## src/hw/hppc_pkg.sv

```systemverilog
// Package of shared constants and types for the host port pin control ends.
package hppc_pkg;
   // Access-control target encodings.
   localparam logic [1:0] HPPC_SEL_CTRL = 2'h0;  // Control register.
   localparam logic [1:0] HPPC_SEL_DATA_INC = 2'h1;  // Data with auto-increment.
   localparam logic [1:0] HPPC_SEL_ADDR = 2'h2;  // Address register.
   localparam logic [1:0] HPPC_SEL_DATA = 2'h3;  // Data without auto-increment.
   // Cycles the device takes to finish an internal access.
   localparam logic [3:0] HPPC_ACCESS_CYCLES = 4'h4;
   // Reset values.
   localparam logic HPPC_PULLUP_RST = 1'b1;  // Pull-ups enabled after reset.
   localparam logic [15:0] HPPC_DATA_RST = 16'h0000;
   // Device states, one-hot.
   typedef enum logic [2:0] {
      HPPC_D_IDLE = 3'h1,
      HPPC_D_BUSY = 3'h2,
      HPPC_D_DONE = 3'h4
   } hppc_dev_st_t;
   // Host states, one-hot.
   typedef enum logic [3:0] {
      HPPC_H_IDLE = 4'h1,
      HPPC_H_STROBE = 4'h2,
      HPPC_H_WAIT = 4'h4,
      HPPC_H_END = 4'h8
   } hppc_host_st_t;
endpackage : hppc_pkg

```

## src/hw/hppc_if.sv

```systemverilog
// Interface carrying the host port pins between host and device.
interface hppc_if;
   logic port_select_n;  // Active-low chip select.
   logic host_read_write_sel;  // 1 read, 0 write.
   logic host_strobe_a;  // Active-low data strobe A.
   logic host_strobe_b;  // Active-low data strobe B.
   logic access_ctrl_bit0;  // Target select bit 0.
   logic access_ctrl_bit1;  // Target select bit 1.
   logic byte_half_ident;  // First/second byte mark.
   logic port_enable_in;  // Port enable from host side.
   logic [15:0] host_data;  // Write data from host.
   logic [15:0] dev_data;  // Read data from device.
   logic dev_data_oe;  // Device drives read data.
   logic port_ready_out;  // Ready value.
   logic port_ready_oe;  // Ready driven.
   logic host_irq_n;  // Interrupt value.
   logic host_irq_oe;  // Interrupt driven.
   logic dev_in_reset;  // Device reset still held.
   modport dev (input port_select_n, host_read_write_sel, host_strobe_a, host_strobe_b,
      access_ctrl_bit0, access_ctrl_bit1, byte_half_ident, port_enable_in, host_data,
      output dev_data, dev_data_oe, port_ready_out, port_ready_oe, host_irq_n, host_irq_oe,
      dev_in_reset);
   modport host (output port_select_n, host_read_write_sel, host_strobe_a, host_strobe_b,
      access_ctrl_bit0, access_ctrl_bit1, byte_half_ident, port_enable_in, host_data,
      input dev_data, dev_data_oe, port_ready_out, port_ready_oe, host_irq_n, host_irq_oe,
      dev_in_reset);
endinterface : hppc_if

```

## src/hw/hppc_dev.sv

```systemverilog
// Device end of the host port: pin control, ready pacing and register targets.
module hppc_dev import hppc_pkg::*; (
   // Clock and reset.
   input wire logic clk,
   input wire logic rstn,
   // Pin side.
   hppc_if.dev pins,
   // Test and emulation pins.
   input wire logic test_reset,
   input wire logic emul_pin0,
   input wire logic emul_pin1_off_n,
   // Device-side controls.
   input wire logic gp_mode,  // High: pins serve as general inputs.
   input wire logic irq_set,  // Pulse: raise host interrupt.
   input wire logic irq_clr,  // Pulse: drop host interrupt.
   input wire logic pullup_wr,  // Pulse: load pull-up enables.
   input wire logic [5:0] pullup_wdata,
   // Device-side status.
   output logic [5:0] pullup_en,  // One per control pin.
   output logic [5:0] gp_inputs,  // Sampled control pins.
   output logic [15:0] ctrl_reg,
   output logic [15:0] addr_reg,
   output logic [15:0] data_reg,
   output logic wr_byte_second  // Last access, read or write, was second byte.
);
   // Whole module state. One packed word keeps the reset value and the update in a
   // single place, so no field can be forgotten in either.
   typedef struct packed {
      // Fields are listed in the same order as the reset value below.
      hppc_dev_st_t st;
      logic [3:0] cnt;
      logic started;  // Leaves reset at first edge.
      logic irq_n;
      logic [5:0] pull;
      logic [5:0] gp;
      logic [15:0] ctrl;
      logic [15:0] addr;
      logic [15:0] data;
      logic [15:0] rdata;
      logic rd;
      logic second;
   } hppc_dev_state_t;

   // Registered state and its next value.
   hppc_dev_state_t s_q, s_d;
   // Decoded views of the pins, shared by the next-state logic and the drivers.
   logic strobe;  // Either strobe low.
   logic selected;
   logic off_mode;
   logic [1:0] tsel;

   // Selection needs the chip select, the enable pin and the port function at once.
   // In general-purpose mode the pins still reach gp_inputs but never start an access.
   assign selected = !pins.port_select_n && pins.port_enable_in && !gp_mode;
   // Either strobe opens an access; a host may use whichever suits its bus.
   assign strobe = !pins.host_strobe_a || !pins.host_strobe_b;
   // OFF only floats the outputs; the registers keep their contents.
   assign off_mode = !test_reset && emul_pin0 && !emul_pin1_off_n;
   // Bit 1 is the high bit of the target code.
   assign tsel = {pins.access_ctrl_bit1, pins.access_ctrl_bit0};

   // Next-state logic for the transfer engine and side registers.
   // Every field starts from its registered value, so a branch that does not
   // name a field leaves it unchanged and no latch can form.
   always_comb begin
      s_d = s_q;
      // The first edge after reset marks the port as out of reset.
      s_d.started = 1'b1;
      // Control pins are always plain inputs; sample them for general use.
      // The sample costs one cycle of delay, which general-purpose use accepts.
      s_d.gp = {pins.port_select_n, pins.host_read_write_sel, pins.host_strobe_a,
         pins.host_strobe_b, pins.access_ctrl_bit0, pins.access_ctrl_bit1};
      // Software writes all six enables at once; there is no per-bit strobe.
      if (pullup_wr) begin
         s_d.pull = pullup_wdata;
      end
      // Set wins over clear, so an event that lands in the same cycle as the
      // host's acknowledge is never lost.
      if (irq_set) begin
         s_d.irq_n = 1'b0;
      end else if (irq_clr) begin
         // Clear only when no set arrives in the same cycle.
         s_d.irq_n = 1'b1;
      end
      // Transfer engine: idle, busy for the access time, then done until the strobe ends.
      unique case (s_q.st)
         // Idle: ready is high and the port waits for a strobe.
         HPPC_D_IDLE: begin
            // A strobe while selected starts one access.
            // Strobes while not selected are ignored entirely.
            if (selected && strobe) begin
               // Ready drops from the next edge until the access completes.
               s_d.st = HPPC_D_BUSY;
               s_d.cnt = HPPC_ACCESS_CYCLES;
               // Direction and byte mark are latched here, so later pin changes
               // during the access cannot alter what is being done.
               s_d.rd = pins.host_read_write_sel;
               s_d.second = pins.byte_half_ident;
               // Reads capture the target now; the host collects it when ready returns.
               if (pins.host_read_write_sel) begin
                  unique case (tsel)
                     HPPC_SEL_CTRL: s_d.rdata = s_q.ctrl;
                     HPPC_SEL_ADDR: s_d.rdata = s_q.addr;
                     default: s_d.rdata = s_q.data;
                  endcase
               end else begin
                  // Writes land at the edge that takes the strobe.
                  unique case (tsel)
                     HPPC_SEL_CTRL: s_d.ctrl = pins.host_data;
                     HPPC_SEL_ADDR: s_d.addr = pins.host_data;
                     default: s_d.data = pins.host_data;
                  endcase
               end
               // Auto-increment on the incrementing data target only, and only on the
               // second byte, so a two-byte host cycle steps the address once.
               if (tsel == HPPC_SEL_DATA_INC && pins.byte_half_ident) begin
                  s_d.addr = s_q.addr + 16'h0001;
               end
            end
         end
         // Busy: count down the internal access time.
         HPPC_D_BUSY: begin
            // Internal access time; ready stays low meanwhile, which holds the
            // host's strobe in place until the target has really been reached.
            s_d.cnt = s_q.cnt - 4'h1;
            // The last busy cycle hands over to DONE, where ready is high again.
            if (s_q.cnt == 4'h1) begin
               s_d.st = HPPC_D_DONE;
            end
         end
         HPPC_D_DONE: begin
            // Access finished: ready is high again, but a new access waits for the
            // strobe to end so one strobe is one access.
            if (!strobe) begin
               s_d.st = HPPC_D_IDLE;
            end
         end
         // An illegal state code returns to idle rather than hanging the port.
         default: s_d.st = HPPC_D_IDLE;
      endcase
   end

   // State register; no pin level is loaded under reset.
   // Reset takes only constants, so the asynchronous path never depends on a pin.
   always_ff @(posedge clk or negedge rstn) begin
      if (!rstn) begin
         s_q <= '{st: HPPC_D_IDLE,
            cnt: 4'h0,
            started: 1'b0,
            irq_n: 1'b1,
            pull: {6{HPPC_PULLUP_RST}},
            gp: 6'h3f,  // Idle control pins read high.
            ctrl: HPPC_DATA_RST,
            addr: HPPC_DATA_RST,
            data: HPPC_DATA_RST,
            rdata: HPPC_DATA_RST,
            rd: 1'b0,
            second: 1'b0};
      end else begin
         // Every field moves together on each edge.
         s_q <= s_d;
      end
   end

   // Pin drivers. Floating during reset keeps the host bus quiet while the part powers up.
   // The enables are combinational so that OFF and the enable pin float the
   // outputs at once, without waiting for a clock edge.
   logic drive_ok;  // All output pins may be driven.
   assign drive_ok = rstn && s_q.started && pins.port_enable_in && !off_mode;
   // Ready is driven whenever the outputs are; after reset it shows 1 at once.
   assign pins.port_ready_oe = drive_ok;
   // Ready is low only while the internal access runs. It is high in DONE, so
   // the host can see the access complete and end its strobe.
   assign pins.port_ready_out = (s_q.st != HPPC_D_BUSY);
   // The interrupt follows the same enable as ready and idles at 1.
   assign pins.host_irq_oe = drive_ok;
   assign pins.host_irq_n = s_q.irq_n;
   // Read data is driven only during a read strobe, so the host bus stays free
   // between accesses and while the host writes.
   assign pins.dev_data = s_q.rdata;
   assign pins.dev_data_oe = drive_ok && s_q.rd && (s_q.st != HPPC_D_IDLE) && strobe;
   // The host watches this to hold off requests until the port is out of reset.
   assign pins.dev_in_reset = !(rstn && s_q.started);

   // Device-side outputs.
   // All of them come straight from the state register, so they never glitch
   // while the pins move.
   assign pullup_en = s_q.pull;
   assign gp_inputs = s_q.gp;
   assign ctrl_reg = s_q.ctrl;
   assign addr_reg = s_q.addr;
   assign data_reg = s_q.data;
   assign wr_byte_second = s_q.second;
endmodule : hppc_dev

```

## src/flat_wrapper.sv

```systemverilog
// flat-port wrapper written by rule: the top's interface ports become plain ports
module hppc_dev_flat import hppc_pkg::*;
  (clk, rstn, test_reset, emul_pin0, emul_pin1_off_n, gp_mode, irq_set, irq_clr, pullup_wr, pullup_wdata, pullup_en, gp_inputs, ctrl_reg, addr_reg, data_reg, wr_byte_second, pins_port_select_n, pins_host_read_write_sel, pins_host_strobe_a, pins_host_strobe_b, pins_access_ctrl_bit0, pins_access_ctrl_bit1, pins_byte_half_ident, pins_port_enable_in, pins_host_data, pins_dev_data, pins_dev_data_oe, pins_port_ready_out, pins_port_ready_oe, pins_host_irq_n, pins_host_irq_oe, pins_dev_in_reset);
  hppc_if pins_i ();
  input wire logic clk;
  input wire logic rstn;
  input wire logic test_reset;
  input wire logic emul_pin0;
  input wire logic emul_pin1_off_n;
  input wire logic gp_mode;
  input wire logic irq_set;
  input wire logic irq_clr;
  input wire logic pullup_wr;
  input wire logic [5:0] pullup_wdata;
  output logic [5:0] pullup_en;
  output logic [5:0] gp_inputs;
  output logic [15:0] ctrl_reg;
  output logic [15:0] addr_reg;
  output logic [15:0] data_reg;
  output logic wr_byte_second;
  input wire logic [$bits(pins_i.port_select_n)-1:0] pins_port_select_n;
  input wire logic [$bits(pins_i.host_read_write_sel)-1:0] pins_host_read_write_sel;
  input wire logic [$bits(pins_i.host_strobe_a)-1:0] pins_host_strobe_a;
  input wire logic [$bits(pins_i.host_strobe_b)-1:0] pins_host_strobe_b;
  input wire logic [$bits(pins_i.access_ctrl_bit0)-1:0] pins_access_ctrl_bit0;
  input wire logic [$bits(pins_i.access_ctrl_bit1)-1:0] pins_access_ctrl_bit1;
  input wire logic [$bits(pins_i.byte_half_ident)-1:0] pins_byte_half_ident;
  input wire logic [$bits(pins_i.port_enable_in)-1:0] pins_port_enable_in;
  input wire logic [$bits(pins_i.host_data)-1:0] pins_host_data;
  output wire logic [$bits(pins_i.dev_data)-1:0] pins_dev_data;
  output wire logic [$bits(pins_i.dev_data_oe)-1:0] pins_dev_data_oe;
  output wire logic [$bits(pins_i.port_ready_out)-1:0] pins_port_ready_out;
  output wire logic [$bits(pins_i.port_ready_oe)-1:0] pins_port_ready_oe;
  output wire logic [$bits(pins_i.host_irq_n)-1:0] pins_host_irq_n;
  output wire logic [$bits(pins_i.host_irq_oe)-1:0] pins_host_irq_oe;
  output wire logic [$bits(pins_i.dev_in_reset)-1:0] pins_dev_in_reset;
  assign pins_i.port_select_n = pins_port_select_n;
  assign pins_i.host_read_write_sel = pins_host_read_write_sel;
  assign pins_i.host_strobe_a = pins_host_strobe_a;
  assign pins_i.host_strobe_b = pins_host_strobe_b;
  assign pins_i.access_ctrl_bit0 = pins_access_ctrl_bit0;
  assign pins_i.access_ctrl_bit1 = pins_access_ctrl_bit1;
  assign pins_i.byte_half_ident = pins_byte_half_ident;
  assign pins_i.port_enable_in = pins_port_enable_in;
  assign pins_i.host_data = pins_host_data;
  assign pins_dev_data = pins_i.dev_data;
  assign pins_dev_data_oe = pins_i.dev_data_oe;
  assign pins_port_ready_out = pins_i.port_ready_out;
  assign pins_port_ready_oe = pins_i.port_ready_oe;
  assign pins_host_irq_n = pins_i.host_irq_n;
  assign pins_host_irq_oe = pins_i.host_irq_oe;
  assign pins_dev_in_reset = pins_i.dev_in_reset;
  hppc_dev u_core (.clk(clk), .rstn(rstn), .pins(pins_i), .test_reset(test_reset), .emul_pin0(emul_pin0), .emul_pin1_off_n(emul_pin1_off_n), .gp_mode(gp_mode), .irq_set(irq_set), .irq_clr(irq_clr), .pullup_wr(pullup_wr), .pullup_wdata(pullup_wdata), .pullup_en(pullup_en), .gp_inputs(gp_inputs), .ctrl_reg(ctrl_reg), .addr_reg(addr_reg), .data_reg(data_reg), .wr_byte_second(wr_byte_second));
endmodule
```

## config.mk

```make
export PLATFORM = sky130hd
export DESIGN_NAME = hppc_dev_flat
export DESIGN_NICKNAME = d
export VERILOG_FILES = /design/src/hw/hppc_pkg.sv /design/src/hw/hppc_if.sv /design/src/hw/hppc_dev.sv /design/src/flat_wrapper.sv
export SDC_FILE = /design/constraint.sdc
export NUM_CORES = 1
export LEC_CHECK = 0
export BUFFER_PORTS_ARGS = -buffer_cell sky130_fd_sc_hd__buf_2
export CORE_ASPECT_RATIO = 0.75
export CORE_UTILIZATION = 40
export CTS_BUF_LIST = sky130_fd_sc_hd__clkbuf_16
export DETAILED_ROUTE_END_ITERATION = 6
export HOLD_SLACK_MARGIN = 0.12
export PLACE_DENSITY_LB_ADDON = 0.3
export RECOVER_POWER = 100
export SLEW_MARGIN = 20
export SYNTH_ARGS = -nofsm -noshare
export SYNTH_HDL_FRONTEND = slang
export SYNTH_SLANG_ARGS = --single-unit
export TNS_END_PERCENT = 100
```

## constraint.sdc

```tcl
create_clock -name clk -period 5.6 [get_ports clk]
set_input_delay 0 -clock clk [delete_from_list [all_inputs] [get_ports clk]]
set_output_delay 0 -clock clk [all_outputs]
set_load 0.005 [all_outputs]
```

==> results of run 1 <==
[Yosys cell counts (3+ instances only)]
library cell,n
nand4_1,7
nor2_1,27
nor3_1,4
mux2_2,28
clkbuf_1,13
mux2_4,10
and3_1,3
o21ai_0,30
nor4_1,4
a21oi_1,34
nand3_1,15
dfstp_2,14
o22ai_1,4
a31oi_1,3
a311oi_1,3
buf_2,3
dfrtp_1,73
inv_1,7
buf_4,78
mux2i_1,16
nand2_1,35
ha_1,3
[final timing paths]
path / end / slack, ns / cells past startpoint
max: u_core.addr_reg[10] / 2.01 / 6
min: pins_port_ready_oe / 0.26 / 3
max reg2reg: u_core.ctrl_reg[15] / 2.71 / 4
min reg2reg: u_core.pins.dev_data[0] / 0.48 / 2
max in group asynchronous: u_core.addr_reg[6] / 2.99 / 3
min in group asynchronous: u_core.s_q[1] / 0.97 / 2
[logic make-up after synthesis]
logic type      after synthesis  synth area share, %
compound gates               92                 11.7
simple gates                114                 12.5
fa+ha+maj                     3                0.791
flops                        87                 46.2
other cells                   1               0.0790
mux                          54                 13.2
xor+xnor                      2                0.369
buf+inv                     106                 15.1
[worst max-delay path, delay by kind of cell]
family	cells	cell delay, ns
buffers and inverters	2	1.77
AO/OA/AOI/OAI	1	0.64
AND/OR/NAND/NOR	3	1.38
[what timing repair did]
item                      in CTS  in global routing
hold endpoints to repair     105                  0
gates resized for setup        0                  0
hold buffers                  41                  0
[through the flow]
stage | util [%] | setup slack (ns) | instances
after global routing | 47.5 | 1.63 | 703
after detailed placement | 42.2 | 2.97 | 646
after floorplan | - | 3.46 | 459
final | 47.5 | 2.01 | 703
after global placement | 42.2 | 3.10 | 646
after CTS | 48.7 | 2.79 | 703
[layer usage]
metal,vias up,track usage (%)
li1,1703,-
met1,1692,26.6
met2,129,30.1
met3,11,4.67
met4,0,7.06
met5,-,0
[power breakdown]
part / total, mW / switching (mW) / internal [mW] / leakage [nW]
registers: 0.886 / 0.127 / 0.759 / 1.08
clock network: 0.689 / 0.252 / 0.437 / 0.164
logic: 0.385 / 0.189 / 0.196 / 1.21
[layout make-up]
class	count	share of cell area (%)
clock buffers	9	4.10
clock inverters	7	2.16
inverters	8	0.546
multi-input cells	266	32.1
flip-flops and latches	87	39.9
well taps	162	3.69
repair buffers	164	17.5
==> reports/qor.txt, run 1 <==
CP Launch Point - pins_access_ctrl_bit0
crit path capture type - register
violation count after the first detailed-route iteration - 224
worst hold start - emul_pin0
critical path fanouts, max - 39
clock-pin slew on the worst setup and hold paths - 0.06 ns
required time of the critical path - 5.81 ns
met3 routed WL - 572 µm
Fin. Hold Viols - 0
power consumption - 1.96 mW
TNS Setup - 0 ns
share of layout cells above drive strength 1 - 24.4%
clk_lat worst skew - 0.34 ns
hold slack - 0.265 ns
first-pass GRT wire length - 18.1 mm
DRT met1 WL - 5.55 mm
critical path's slowest cell - clkbuf_1
CP max stage delay - 1.25 ns
status - finished, violations left
WL/cell - 16.0 µm
Layout area overhead - 15.8%
Max Used Layer - met4
Met2 Wirelength - 4.98 mm
EDFF count, synth - 0
Avg Vias per Cell - 5.03
clock skew - 0.00840 ns
Post-Syn Nets - 501
Die X - 128 µm
most frequent cells in the layout - dfrtp_1 (73), buf_2 (67), clkbuf_1 (54), dlygate4sd3_1 (41), nand2_1 (35)
Post-synth ARST share - 100%
Clock Root Buffer - clkbuf_16
FF+latch area - 2190 µm²
Leakage - 2.45 nW
power per cell area - 357 nW/µm²
YS warnings - 0
Final setup viols - 0
FILL cells - 1148
Hold Crit Class - in -> out
nets - 578
number of global-route vias before repair - 3413
Mean Syn Cell Area - 10.3 µm²
Finished Cell Area - 5500 µm²
Synth top area share - 38.5%
Yosys reg bits - 87
crit path time final - 3.59 ns
antenna violations before repair - 0
worst-path cell chain - dlygate4sd3_1 > clkbuf_1 > and3b_1 > o2111ai_1 > nor4_1 > nor4_1
Main synth FF type - dfrtp_1
fmax - 279 MHz
RSZ-0062 raised after global routing - no
largest cells by area after synthesis - dfrtp_1 (38%), buf_4 (12%), dfstp_2 (7.7%), mux2_2 (6.6%), a21oi_1 (3.6%)
IO buf count - 121
# IOs - 122
Multi-input gate area - 1760 µm²
row cnt - 34
Post-Route WL - 11.3 mm
H-tree lvl count - 3
synthesized cell area - 4750 µm²
remaining antenna violation count after routing - 0
GRT Resource Usage Total - 19.4%
Pre-antenna DRT Iters - 5
Initial Utilization - 41.0%
vias - 3535
post-CTS setup repair buffer count - 0
Seq/Total Area, Yosys - 46.2%
Core Region - 11600 µm²
Yosys top cell by area - dfrtp_1
Slew @ Worst Pin - 2.48 ns
type of the worst setup path - in -> reg
fin crit share - 64.1%
violated checks - max-capacitance violations, max-slew violations
Pins Over Slew Limit - 108
Remaining Overflow, GRT - 0
slew margin rel. - -65.1%
commonest non-fill, non-tap cell in the layout - dfrtp_1
Num CTS Buffers - 9
gpl congestion - 0.860
CP Launch Type - primary input
placed wire-length estimate - 7.69 mm
Max Cap Viol - 3
largest net degree at the start of global routing - 47
die height - 96.3 µm
crit-path most repeated cell - nor4_1
critical path data arrival time - 3.80 ns
CTS tree - done
placed cell areas - 4880 µm²
drc violations - 0
n_diodes - 0
Yosys cell types - 57
die footprint - 12300 µm²
peak supply drop - 0.145 mV
worst r2r src - u_core.s_q[84]
CTS max path bufs - 2
cells after synthesis - 459
CTS Sinks - 87
Note: power is estimated with default switching activity, not from simulation.
==> run 2, diff against run 1 <==
==> constraint.sdc (replaced) <==
create_clock -name clk -period 3.74 [get_ports clk]
set_input_delay 0 -clock clk [delete_from_list [all_inputs] [get_ports clk]]
set_output_delay 0 -clock clk [all_outputs]
set_load 0.005 [all_outputs]
==> reports/qor.txt, run 2 (synthesized netlist as in run 1, its figures left out) <==
drc violations - 0
TNS Setup - 0 ns
crit path capture type - register
worst-path cell chain - dlygate4sd3_1 > clkbuf_1 > a211oi_1 > and3_1 > nand3_1 > mux2_2
CTS max path bufs - 2
die footprint - 12300 µm²
status - finished, violations left
fmax - 311 MHz
slew margin rel. - -12.3%
critical path fanouts, max - 16
cell family with most CP delay - simple AND/OR/NAND/NOR gates
Die X - 128 µm
Leakage - 2.46 nW
vias - 3617
critical path data arrival time - 3.43 ns
Remaining Overflow, GRT - 0
share of layout cells above drive strength 1 - 25.3%
Core Region - 11600 µm²
H-tree lvl count - 3
Final setup viols - 0
part of the power in combinational logic - 20.0%
nets - 578
commonest non-fill, non-tap cell in the layout - dfrtp_1
largest net degree at the start of global routing - 69
Sequential Power Share - 46.1%
clock-pin slew on the worst setup and hold paths - 0.06 ns
placed wire-length estimate - 7.69 mm
Initial Utilization - 41.0%
crit path time final - 3.21 ns
Num CTS Buffers - 9
CP Launch Type - primary input
violation count after the first detailed-route iteration - 206
type of the worst setup path - in -> reg
violated checks - max-capacitance violations, max-slew violations
required time of the critical path - 3.96 ns
CP max stage delay - 0.97 ns
IO buf count - 121
peak supply drop - 0.237 mV
clock power share - 33.8%
CTS Sinks - 87
Max Cap Viol - 1
gpl congestion - 0.866
antenna violations before repair - 0
Avg Vias per Cell - 5.15
first-pass GRT wire length - 18.3 mm
Clock Root Buffer - clkbuf_16
row cnt - 34
Pins Over Slew Limit - 69
critical path's slowest cell - a211oi_1
clk_lat worst skew - 0.35 ns
n_diodes - 0
Layout area overhead - 15.6%
WP buf/inv - 2
fin crit share - 85.9%
die height - 96.3 µm
RSZ-0062 raised after global routing - no
WL/cell - 16.5 µm
GRT Resource Usage Total - 19.9%
Slew @ Worst Pin - 1.68 ns
Sw Pwr - 858 µW
most frequent cells in the layout - dfrtp_1 (73), buf_2 (71), clkbuf_1 (50), dlygate4sd3_1 (41), nand2_1 (35)
power per cell area - 523 nW/µm²
Post-Route WL - 11.6 mm
clock skew - 0.0118 ns
# IOs - 122
Hold Crit Class - in -> out
Sw Share - 29.9%
CTS tree - done
Layout Utilization - 47.4%
Pre-antenna DRT Iters - 5
number of global-route vias before repair - 3505
Fin. Hold Viols - 0
Internal - 2.01 mW
remaining antenna violation count after routing - 0
-- run 2: changes by cell type in the layout (fill, tap and decap cells not counted), sizes merged --
| cell | change |
|---|---|
| clkbuf | -3 |
| buf | +3 |
| bufinv | -1 |
| inv | +1 |
-- run 2: area by class of cell --
type	instances	area, µm²
clock buffers	9	225
fillers	1136	6080
inverters	8	30.0
repair buffers	164	963
well taps	162	203
clock inverters	7	97.6
flip-flops and latches	87	2190
multi-input cells	266	1770
-- run 2: per-stage QoR --
step | cell area [µm²] | hold WS, ns | total power [mW] | worst slack (ns) | cells
6_report | 5490 | 0.267 | 2.87 | 0.527 | 703
5_1_grt | 5490 | 0.291 | 3.04 | 0.398 | 703
3_5_place_dp | 4880 | -0.102 | 1.93 | 1.10 | 646
2_1_floorplan | 4750 | -0.296 | 1.83 | 1.60 | 459
4_1_cts | 5620 | 0.194 | 2.95 | 0.942 | 703
3_3_place_gp | 4880 | -0.0984 | 1.90 | 1.24 | 646
-- run 2: power groups by stage --
stage	sequential [mW]	combinational, mW	clock [mW]
after global routing	1.36	0.650	1.03
after CTS	1.32	0.629	0.995
after detailed placement	1.34	0.587	0
final	1.33	0.575	0.972
after global placement	1.33	0.573	0
after floorplan	1.28	0.550	0
-- run 2: repair_timing --
item,in CTS,in global routing
endpoints found under the setup margin,0,0
hold endpoints to repair,81,0
gates resized for setup,0,0
setup buffers,0,0
hold buffers,41,0
-- run 2: metal layers --
| metal | part of all wire [%] | up-vias | track usage (%) |
|---|---|---|---|
| met3 | 5.4 | 11 | 4.78 |
| met4 | 1.1 | 0 | 7.06 |
| met1 | 48 | 1788 | 26.5 |
| li1 | - | 1704 | - |
| met2 | 45 | 114 | 31.6 |
| met5 | 0 | - | 0 |
-- run 2: worst paths after layout --
path                       depth (start not counted)                 endpoint               startpoint  slack, ns
setup / recovery                                   6       u_core.data_reg[2]       pins_host_strobe_a       0.53
hold / removal                                     3       pins_port_ready_oe                emul_pin0       0.27
setup reg to reg                                   4       u_core.data_reg[2]           u_core.s_q[84]       0.91
hold reg to reg                                    2  u_core.pins.dev_data[5]  u_core.pins.dev_data[5]       0.48
max in group asynchronous                          3  u_core.pins.dev_data[2]                     rstn       1.64
min in group asynchronous                          2      u_core.gp_inputs[0]                     rstn       0.42
-- run 2: worst min-delay path: stages --
cell	delay (ns)
buf_2	0.08
a21oi_1	0.08
clkbuf_1	0.11
